--- config.mk ---
export PLATFORM = sky130hd
export DESIGN_NAME = nsep_top
export DESIGN_NICKNAME = d
export VERILOG_FILES = /design/src/nsep_top.v /design/src/nsep_sector_ecc.v
export VERILOG_INCLUDE_DIRS = /design/src
export SDC_FILE = /design/constraint.sdc
export NUM_CORES = 2
export LEC_CHECK = 0
export BUFFER_PORTS_ARGS = -buffer_cell sky130_fd_sc_hd__buf_2
export CAP_MARGIN = 20
export CORE_MARGIN = 4
export CORE_UTILIZATION = 50
export DETAILED_ROUTE_END_ITERATION = 10
export GPL_TIMING_DRIVEN = 0
export PLACE_DENSITY_LB_ADDON = 0.12
export SYNTH_ARGS = -nofsm -noshare
export SYNTH_HDL_FRONTEND = slang
export SYNTH_SLANG_ARGS = --single-unit
--- constraint.sdc ---
create_clock -name core_clk -period 4.1 [get_ports core_clk]
set_input_delay 0.615 -clock core_clk [delete_from_list [all_inputs] [get_ports core_clk]]
set_output_delay 0.615 -clock core_clk [all_outputs]
set_load 0.005 [all_outputs]
--- src/nsep_consts.vh ---
// constants for the nand sector ecc parity report block
`ifndef NSEP_CONSTS_VH
`define NSEP_CONSTS_VH
// ------------------------------------------------------------
// register byte offsets
// ------------------------------------------------------------
`define NSEP_OFS_CTRL 8'h00
`define NSEP_OFS_STATUS 8'h04
`define NSEP_OFS_IRQ_MASK 8'h08
`define NSEP_OFS_ERR_FLAGS 8'h0C
`define NSEP_OFS_RES_BASE 8'h10
// ------------------------------------------------------------
// result field positions
// ------------------------------------------------------------
`define NSEP_BIT_LSB 0
`define NSEP_BIT_MSB 2
`define NSEP_WORD_LSB 3
`define NSEP_WORD_MSB 10
`define NSEP_PAR_LSB 12
`define NSEP_PAR_MSB 22
// ------------------------------------------------------------
// control and status bits
// ------------------------------------------------------------
`define NSEP_CTRL_MODE512 0
`define NSEP_CTRL_START 1
`define NSEP_CTRL_WRITE 2
`define NSEP_CTRL_PSIZE_LSB 4
`define NSEP_CTRL_PSIZE_MSB 5
`define NSEP_ST_DONE 0
`define NSEP_ST_SINGLE 1
`define NSEP_ST_MULTI 2
`define NSEP_STATUS_W 3
// ------------------------------------------------------------
// page size codes and sizes
// ------------------------------------------------------------
`define NSEP_PS_512 2'h0
`define NSEP_PS_2048 2'h1
`define NSEP_PS_4096 2'h2
`define NSEP_SEC256_SHIFT 8
`define NSEP_SEC512_SHIFT 9
`define NSEP_NUM_RES 16
`define NSEP_SEC7_512 3'h7
`define NSEP_CTRL_RESET 32'h00000000
`endif

--- src/nsep_top.v ---
// nand sector ecc parity report block with wishbone slave
//
// Added by the designer: the Wishbone slave port and the register offsets.
`timescale 1ns/1ps
`default_nettype none
`include "nsep_consts.vh"
module nsep_top (
	input wire core_clk,
	input wire rstn,
	input wire [7:0] wb_adr_i,
	input wire [31:0] wb_dat_i,
	input wire wb_we_i,
	input wire [3:0] wb_sel_i,
	input wire wb_cyc_i,
	input wire wb_stb_i,
	output reg [31:0] wb_dat_o,
	output reg wb_ack_o,
	input wire data_valid,
	input wire [7:0] data_byte,
	input wire ref_valid,
	input wire [3:0] ref_index,
	input wire [23:0] ref_parity,
	output reg irq
);
	// ------------------------------------------------------------
	// state
	// ------------------------------------------------------------
	localparam ST_IDLE = 2'h0;
	localparam ST_RUN = 2'h1;
	localparam ST_FIN = 2'h2;
	reg [1:0] state;
	reg [31:0] ctrl;
	reg [`NSEP_STATUS_W-1:0] status;
	reg [`NSEP_STATUS_W-1:0] irq_mask;
	reg [15:0] err_flags;
	reg [12:0] byte_cnt;
	reg [12:0] page_len;
	reg mode512;
	wire [23:0] sec_par [0:`NSEP_NUM_RES-1];
	wire [1:0] sec_kind [0:`NSEP_NUM_RES-1];
	wire [2:0] sec_bit [0:`NSEP_NUM_RES-1];
	wire [8:0] sec_byte [0:`NSEP_NUM_RES-1];
	// ------------------------------------------------------------
	// helpers
	// ------------------------------------------------------------
	function [12:0] page_bytes;
		input [1:0] code;
		begin
			case (code)
				`NSEP_PS_512: page_bytes = 13'h0200;
				`NSEP_PS_2048: page_bytes = 13'h0800;
				default: page_bytes = 13'h1000;
			endcase
		end
	endfunction
	// sector index for a byte offset; 512 mode uses doubled sectors
	function [3:0] sec_of;
		input [12:0] ofs;
		input m512;
		begin
			if (m512) begin
				sec_of = {1'b0, ofs[11:`NSEP_SEC512_SHIFT]};
			end else begin
				sec_of = ofs[11:`NSEP_SEC256_SHIFT];
			end
		end
	endfunction
	// result word: bits 11 and 23 forced zero, 31:24 zero
	function [31:0] pack_res;
		input [23:0] p;
		input [2:0] b;
		input [7:0] w;
		begin
			pack_res = 32'h00000000;
			pack_res[`NSEP_BIT_MSB:`NSEP_BIT_LSB] = b;
			pack_res[`NSEP_WORD_MSB:`NSEP_WORD_LSB] = w;
			pack_res[`NSEP_PAR_MSB:`NSEP_PAR_LSB] = p[22:12];
		end
	endfunction
	wire [3:0] cur_sec = sec_of(byte_cnt, mode512);
	wire run = (state == ST_RUN);
	wire go = wb_cyc_i && wb_stb_i && !wb_ack_o;
	wire wr = go && wb_we_i;
	wire [3:0] res_idx = wb_adr_i[5:2];
	wire res_hit = (wb_adr_i >= `NSEP_OFS_RES_BASE) && (wb_adr_i[7:6] == 2'h0);
	// ------------------------------------------------------------
	// per-sector accumulators
	// ------------------------------------------------------------
	genvar g;
	generate
		for (g = 0; g < `NSEP_NUM_RES; g = g + 1) begin : gsec
			wire [8:0] idx = mode512 ? byte_cnt[8:0] : {1'b0, byte_cnt[7:0]};
			nsep_sector_ecc u_sec (
				.core_clk(core_clk),
				.rstn(rstn),
				.clear(state == ST_IDLE && wr && wb_adr_i == `NSEP_OFS_CTRL
					&& wb_dat_i[`NSEP_CTRL_START]),
				.byte_en(run && data_valid && cur_sec == g),
				.byte_idx(idx),
				.data(data_byte),
				.ld_ref(ref_valid && !ctrl[`NSEP_CTRL_WRITE] && ref_index == g),
				.ref_par(ref_parity),
				.par(sec_par[g]),
				.err_kind(sec_kind[g]),
				.bit_pos(sec_bit[g]),
				.byte_addr(sec_byte[g])
			);
		end
	endgenerate
	// ------------------------------------------------------------
	// page sequencer
	// ------------------------------------------------------------
	reg any_single;
	reg any_multi;
	reg [15:0] multi_vec;
	integer k;
	always @* begin
		any_single = 1'b0;
		any_multi = 1'b0;
		multi_vec = 16'h0000;
		for (k = 0; k < `NSEP_NUM_RES; k = k + 1) begin
			if (sec_kind[k] == 2'h1) begin
				any_single = 1'b1;
			end
			if (sec_kind[k] == 2'h2) begin
				any_multi = 1'b1;
				multi_vec[k] = 1'b1;
			end
		end
	end
	always @(posedge core_clk or negedge rstn) begin
		if (!rstn) begin
			state <= ST_IDLE;
			byte_cnt <= 13'h0000;
			page_len <= 13'h0200;
			mode512 <= 1'b0;
		end else begin
			case (state)
				ST_IDLE: begin
					if (wr && wb_adr_i == `NSEP_OFS_CTRL && wb_dat_i[`NSEP_CTRL_START]) begin
						state <= ST_RUN;
						byte_cnt <= 13'h0000;
						mode512 <= wb_dat_i[`NSEP_CTRL_MODE512];
						page_len <= page_bytes(wb_dat_i[`NSEP_CTRL_PSIZE_MSB:`NSEP_CTRL_PSIZE_LSB]);
					end
				end
				ST_RUN: begin
					if (data_valid) begin
						byte_cnt <= byte_cnt + 13'h0001;
						if (byte_cnt == page_len - 13'h0001) begin
							state <= ST_FIN;
						end
					end
				end
				ST_FIN: begin
					state <= ST_IDLE;
				end
				default: begin
					state <= ST_IDLE;
				end
			endcase
		end
	end
	// ------------------------------------------------------------
	// control, status, mask and interrupt
	// ------------------------------------------------------------
	reg [`NSEP_STATUS_W-1:0] events;
	always @* begin
		events = {`NSEP_STATUS_W{1'b0}};
		if (state == ST_FIN) begin
			events[`NSEP_ST_DONE] = 1'b1;
			events[`NSEP_ST_SINGLE] = any_single && !ctrl[`NSEP_CTRL_WRITE];
			events[`NSEP_ST_MULTI] = any_multi && !ctrl[`NSEP_CTRL_WRITE];
		end
	end
	always @(posedge core_clk or negedge rstn) begin
		if (!rstn) begin
			ctrl <= `NSEP_CTRL_RESET;
			status <= {`NSEP_STATUS_W{1'b0}};
			irq_mask <= {`NSEP_STATUS_W{1'b0}};
			err_flags <= 16'h0000;
			irq <= 1'b0;
		end else begin
			if (wr && wb_adr_i == `NSEP_OFS_CTRL && wb_sel_i[0]) begin
				ctrl <= {26'h0, wb_dat_i[5:4], 1'b0, wb_dat_i[2], 1'b0, wb_dat_i[0]};
			end
			if (wr && wb_adr_i == `NSEP_OFS_IRQ_MASK && wb_sel_i[0]) begin
				irq_mask <= wb_dat_i[`NSEP_STATUS_W-1:0];
			end
			// set wins over write-one-to-clear
			if (wr && wb_adr_i == `NSEP_OFS_STATUS && wb_sel_i[0]) begin
				status <= (status & ~wb_dat_i[`NSEP_STATUS_W-1:0]) | events;
			end else begin
				status <= status | events;
			end
			if (state == ST_FIN) begin
				err_flags <= multi_vec;
			end
			irq <= |((status | events) & irq_mask);
		end
	end
	// ------------------------------------------------------------
	// wishbone read path, one wait state: ack the cycle after stb
	// ------------------------------------------------------------
	always @(posedge core_clk or negedge rstn) begin
		if (!rstn) begin
			wb_ack_o <= 1'b0;
			wb_dat_o <= 32'h00000000;
		end else begin
			wb_ack_o <= go;
			wb_dat_o <= 32'h00000000;
			if (go && !wb_we_i) begin
				if (wb_adr_i == `NSEP_OFS_CTRL) begin
					wb_dat_o <= ctrl;
				end else if (wb_adr_i == `NSEP_OFS_STATUS) begin
					wb_dat_o <= {29'h0, status};
				end else if (wb_adr_i == `NSEP_OFS_IRQ_MASK) begin
					wb_dat_o <= {29'h0, irq_mask};
				end else if (wb_adr_i == `NSEP_OFS_ERR_FLAGS) begin
					wb_dat_o <= {16'h0, err_flags};
				end else if (res_hit) begin
					// 512 mode keeps full 9-bit byte address; 8 bits shown
					wb_dat_o <= pack_res(sec_par[res_idx - 4'h4], sec_bit[res_idx - 4'h4],
						sec_byte[res_idx - 4'h4][7:0]);
				end
			end
		end
	end
endmodule
`default_nettype wire

--- src/nsep_sector_ecc.v ---
// one sector's hamming accumulator and syndrome decoder
`timescale 1ns/1ps
`default_nettype none
module nsep_sector_ecc (
	input wire core_clk,
	input wire rstn,
	input wire clear,
	input wire byte_en,
	input wire [8:0] byte_idx,
	input wire [7:0] data,
	input wire ld_ref,
	input wire [23:0] ref_par,
	output reg [23:0] par,
	output wire [1:0] err_kind,
	output wire [2:0] bit_pos,
	output wire [8:0] byte_addr
);
	// ------------------------------------------------------------
	// accumulation: low 12 bits xor bit index where bit set,
	// high 12 bits xor inverted index, the classic pairing
	// ------------------------------------------------------------
	reg [11:0] acc_p;
	reg [11:0] acc_n;
	integer i;
	always @* begin
		acc_p = par[11:0];
		acc_n = par[23:12];
		for (i = 0; i < 8; i = i + 1) begin
			if (data[i]) begin
				acc_p = acc_p ^ {byte_idx, i[2:0]};
				acc_n = acc_n ^ ~{byte_idx, i[2:0]};
			end
		end
	end
	always @(posedge core_clk or negedge rstn) begin
		if (!rstn) begin
			par <= 24'h000000;
		end else if (clear) begin
			par <= 24'h000000;
		end else if (ld_ref) begin
			par <= par ^ ref_par;
		end else if (byte_en) begin
			par <= {acc_n, acc_p};
		end
	end
	// ------------------------------------------------------------
	// decode: zero = clean, halves complementary = single bit
	// ------------------------------------------------------------
	wire single = (par[11:0] == ~par[23:12]);
	assign err_kind = (par == 24'h000000) ? 2'h0 : (single ? 2'h1 : 2'h2);
	assign bit_pos = par[2:0];
	assign byte_addr = par[11:3];
endmodule
`default_nettype wire

Word level (Yosys, flattened, before mapping)

Cells that the tools add are included.

Flip-flop bits (word level): 473
Input bits: 87
Output and inout port bits: 34

$add $sub $neg: 3
Magnitude comparators: 2
Eq/ne operators: 88
Mux-type cells: 410
Bitwise gates (word level): 302
Reductions and logical operators: 97

Operators by type and width:

| cell                    | count |
|---|---|
| $mux W12                | 256 |
| $xor A12 B12 Y12        | 256 |
| $mux W24                | 48 |
| $logic_not A24 Y1       | 16 |
| $xor A24 B24 Y24        | 16 |
| $not A12 Y12            | 24 |
| $eq A12 B12 Y1          | 16 |
| $mux W23                | 8 |
| $bmux W24 S4            | 1 |
| $mux W2                 | 35 |
| $eq A4 B4 Y1 const B    | 16 |
| $pmux W13 S2            | 2 |
| $logic_and A1 B1 Y1     | 51 |
| $reduce_bool A3 Y1      | 16 |
| $mux W1                 | 47 |
| $bmux W9 S4             | 1 |
| $eq A2 B1 Y1 const B    | 18 |
| $eq A2 B2 Y1 const B    | 17 |
| $eq A4 B3 Y1 const B    | 8 |
| $mux W13                | 2 |
| $eq A4 B2 Y1 const B    | 4 |
| $eq A8 B4 Y1 const B    | 2 |
| $mux W8                 | 2 |
| $add A13 B1 Y13 const B | 1 |
| other kinds (26)        | 39 |

Longest topological paths before layout

Depth after elaboration: 26
Mapped depth: 12

Modules after synthesis

A second synthesis with hierarchy kept.

Cell total of the unflattened synthesis: 4433
Area, all modules: 39302.7 µm²

By module, submodules not included:

| module          | times used | cells each | area an instance (µm²) | sequential area each (µm²) |
|---|---|---|---|---|
| nsep_sector_ecc | 16         | 241        | 2055.7                 | 600.6 |
| nsep_top        | 1          | 577        | 6411.1                 | 1752.9 |

Worst setup path after synthesis

OpenSTA, ideal clock, no wires.

Path type: input to register
Start: input wb_adr_i[4]
End: register gsec[13].u_sec.par[12]
Setup time: 0.132 ns
Arrival: 2.873 ns
Path slack: 1.095 ns
Stages on the path: 12
Path through: clkbuf_1 > clkbuf_1 > inv_1 > ha_1 > and3_1 > clkbuf_1 > nand2b_1 > clkbuf_1 > nor3_2 > clkbuf_1 > clkbuf_1 > nor2_1

Word-level cells in the longest chain between the ends: 4
Elaborated cells on any way between the ends: 5
Those cells by class: mux: 1; reduce/logical: 4

RTL lines:

| item                                                                   | RTL line             | source |
|---|---|---|
| from (decl)                                                            | nsep_top.v:10        | `input wire [7:0] wb_adr_i,` |
| $logic_not A8 Y1 (no source line) (*)                                  | -                    |  |
| $logic_and A1 B1 Y1 (no source line) (*)                               | -                    |  |
| $logic_and A1 B1 Y1 (*)                                                | nsep_top.v:96        | `` .clear(state == ST_IDLE && wr && wb_adr_i == `NSEP_OFS_CTRL `` |
| $reduce_bool A3 Y1 (no source line) / $mux W24 (equally long branches) | -                    |  |
| to (signal assigned)                                                   | nsep_sector_ecc.v:41 | `par <= par ^ ref_par;` |
| to (signal assigned)                                                   | nsep_sector_ecc.v:43 | `par <= {acc_n, acc_p};` |
| to (decl)                                                              | nsep_sector_ecc.v:13 | `output reg [23:0] par,` |

Every way passes the cells marked *; elsewhere a longest branch is shown, timed or not.
A chain may end at the register's enable or synchronous reset.

Final worst setup path

Start: input wb_adr_i[4]
End: register gsec[8].u_sec.par[2]

Word-level cells in the longest chain between the ends: 4
Elaborated cells on any way between the ends: 5
Those cells by class: mux: 1; reduce/logical: 4

RTL lines:

| item                                                                   | RTL line |
|---|---|
| $logic_not A8 Y1 (no source line) (*)                                  | - |
| $logic_and A1 B1 Y1 (no source line) (*)                               | - |
| $logic_and A1 B1 Y1 (*)                                                | nsep_top.v:96 |
| $reduce_bool A3 Y1 (no source line) / $mux W24 (equally long branches) | - |
| to (signal assigned)                                                   | nsep_sector_ecc.v:41 |
| to (signal assigned)                                                   | nsep_sector_ecc.v:43 |
| to (decl)                                                              | nsep_sector_ecc.v:13 |

Marks and branches as above.

==> metrics.txt <==
status complete, no violations; pin count of the biggest net entering global routing 119; Setup Total Neg Slack 0 ps; number of DRC markers in iteration 0 approximately 4000; area occupied by registers 11400 µm²; CP max FO 10; DIE AREA ~60000 µm²; clock latency on the worst-skew pair between 600 and 700 ps; Async S/R FF share, synth 100%; share of cells above drive strength 1 13.1%; drt wl/cell roughly 38 µm; DRC viols 0; P_leak ~13 nW; CTS Root Cell clkbuf_16; commonest cells after routing, fill and taps aside 586 x xor2_1, 453 x dfrtp_1, 447 x nor2_1, 368 x a22oi_1, 164 x clkbuf_1; first-pass GRT wire length between 150000 and 200000 µm; total CTS buffers 52; Max Transition Viols Final 0; vias in the first global route between 20000 and 25000; RSZ-0062 raised after global routing false; commonest non-fill, non-tap cell in the layout xor2_1; Die Width roughly 240 µm; number of detailed-route iterations in the first pass 9; routability congestion estimate approximately 1.1; via count 25300; initial antenna violation count 7; Port Buf Inserts 55; launch point of the critical path wb_adr_i[4]; Min Hold Slack roughly 230 ps; Yosys warning total 0; CTS Sinks 454; Die Span Y 243 µm; FMAX 258 MHz; R2R depth 8; core footprint approximately 54000 µm²; Starting Density between 50% and 60%; Setup-failing EPs final 0; Setup crit end gsec[8].u_sec.par[2]; Worst Hold Class in -> reg; final net count roughly 3000; FP Rows 85; Final period util between 90% and 100%; register area share after synthesis roughly two fifths; crit path DAT 4350 ps; gr ovfl total 0; Worst setup SP type input port; CTS H-Tree Depth 2; pwr dens between 700 and 800 nW/µm²; Total Routed Length ~140000 µm; worst path required time 4570 ps; Worst-Margin Slew ~1300 ps; Overall Power roughly 22 mW; DP HPWL ~100000 µm; Worst Path Class, Setup in -> reg; leading area contributor after synthesis dfrtp_1; area of the mapped netlist between 20000 and 30000 µm²; main area contributors after synthesis dfrtp_1 41%, xor2_1 19%, a22oi_1 10%, mux4_2 9.0%, nor2_1 6.1%; final worst path period need about 3900 ps; Crit Reg-Reg Endpoint gsec[9].u_sec.par[5]; mean area per synthesized cell ~10 µm²; max_cap viols 0; multi-input logic area 15200 µm²; Clock Pin Slew Worst Setup and Hold Paths roughly 60 ps; # IOs roughly 120; Slew headroom between 15 and 20%; Synth top area share between 40% and 50%; Post-CTS Setup Repair Bufs 0; CTS tree built; CP Capture Type flop; synthesized flop and latch total roughly 450; Mapped Cells ~2700; Peak VDD IR around 0.0005 V; r2r setup slk 720 ps; ys flop type dfrtp_1; CTS max path bufs 3; vias per cell approximately 7.0; Final ANT Viol Nets 0; Netlist cell types 53; r2r startpoint state[1]; area grow syn2layout 13.1%; clock skew between 20 and 25 ps; Fillers ~4700; GRT Total Usage between 40 and 50%; Hold Vio Cnt, Final 0; Final Util a little under three fifths; EDFF count, synth 0
per-layer routing:
metal  vias to the layer above  share of wire, %  global-route usage [%]
met5                         -             0.061                   0.654
met3                       622                15                    17.6
met2                      2196                40                    61.9
met1                     12500                35                    57.3
met4                         6                10                    34.7
li1                       9972                 -                       -
critical path, cell delays in order:
cell and delay [ps]:
buf_2 120, clkbuf_1 200, clkbuf_1 440, inv_1 160, ha_1 210, and3_1 170
clkbuf_1 270, nand2b_1 90, clkbuf_1 240, nor3_4 590, clkbuf_2 530, clkbuf_1 570
nor2_1 120
power breakdown:
group	switching, mW	leakage (nW)	internal (mW)
Clock	2.02	0.887	2.97
Combinational	3.75	6.00	3.08
Sequential	3.89	5.62	6.29
Total	9.66	12.5	12.4
worst min-delay path by stage:
stage,slack [ps],cells after the start,start,to
after floorplan,320,0,rstn,byte_cnt[0]
after global placement,450,1,wb_ack_o,wb_ack_o
after detailed placement,470,1,wb_ack_o,wb_ack_o
after CTS,200,2,wb_dat_i[4],page_len[9]
after global routing,240,2,wb_dat_i[4],page_len[9]
final,230,2,wb_dat_i[4],page_len[9]
kinds of logic (layout without fill, tap and decap cells):
| group | count (synthesis) | after routing | synth area share [%] |
|---|---|---|---|
| flops | 454 | 454 | 41.3 |
| buf+inv | 248 | 431 | 3.76 |
| xor+xnor | 601 | 601 | 19.3 |
| compound gates | 454 | 454 | 12.0 |
| other cells | 1 | 14 | 0.0136 |
| fa+ha+maj | 4 | 4 | 0.182 |
| mux | 119 | 119 | 9.37 |
| simple gates | 828 | 828 | 14.1 |
cell usage after synthesis, types with 2 or more instances:
master / number
nand3_1: 14
inv_1: 9
nand2b_1: 7
nand3b_1: 2
ha_1: 4
xnor2_1: 11
o22ai_1: 10
a21oi_1: 28
or3_1: 7
xor2_1: 586
xnor2_4: 2
buf_2: 36
and3_1: 5
a21o_1: 2
buf_4: 10
o21ai_0: 17
mux2_2: 9
nor4_1: 102
buf_6: 3
dfrtp_1: 453
nor2_2: 4
a22oi_1: 368
nor2_4: 6
nor2b_1: 16
o211ai_1: 2
or4_1: 4
nand4_1: 69
mux4_2: 110
clkbuf_1: 170
nor3_1: 36
a211oi_1: 2
nor2_1: 447
nand2_1: 81
nor3b_1: 23
o31ai_1: 17
buf_1: 20
through the flow:
stage          cells  instance area (µm²)  setup WS [ps]
6_report        3601                31100            219
5_1_grt         3596                31100           18.8
4_1_cts         3594                31100           23.4
3_5_place_dp    3498                29300          -1010
3_3_place_gp    3468                28700          -6850
2_1_floorplan   2717                27600           1100
state kept, by name, summed over array words and instances (netlist names):
register and flops:
gsec.u_sec.par 384, wb_dat_o 23, err_flags 16, byte_cnt 13, ctrl 4, irq_mask 3
page_len 3, status 3, state 2, irq 1, mode512 1, wb_ack_o 1
cell type report:
| class | count | area share (%) |
|---|---|---|
| repair buffers | 88 | 2.73 |
| clock buffers | 79 | 4.99 |
| inverters | 9 | 0.109 |
| multi-input cells | 2015 | 48.8 |
| clock inverters | 16 | 0.752 |
| flip-flops and latches | 454 | 36.5 |
| well taps | 696 | 2.80 |
| plain buffers | 239 | 3.30 |
| diodes | 5 | 0.0402 |
timing repair:
item / in CTS / in global routing
setup endpoints to repair: 250 / 145
hold endpoints to repair: 46 / 0
cloned: 0 / 0
hold buffers: 1 / 0
resized for setup: 5 / 26
(Power assumes the default switching activity.)
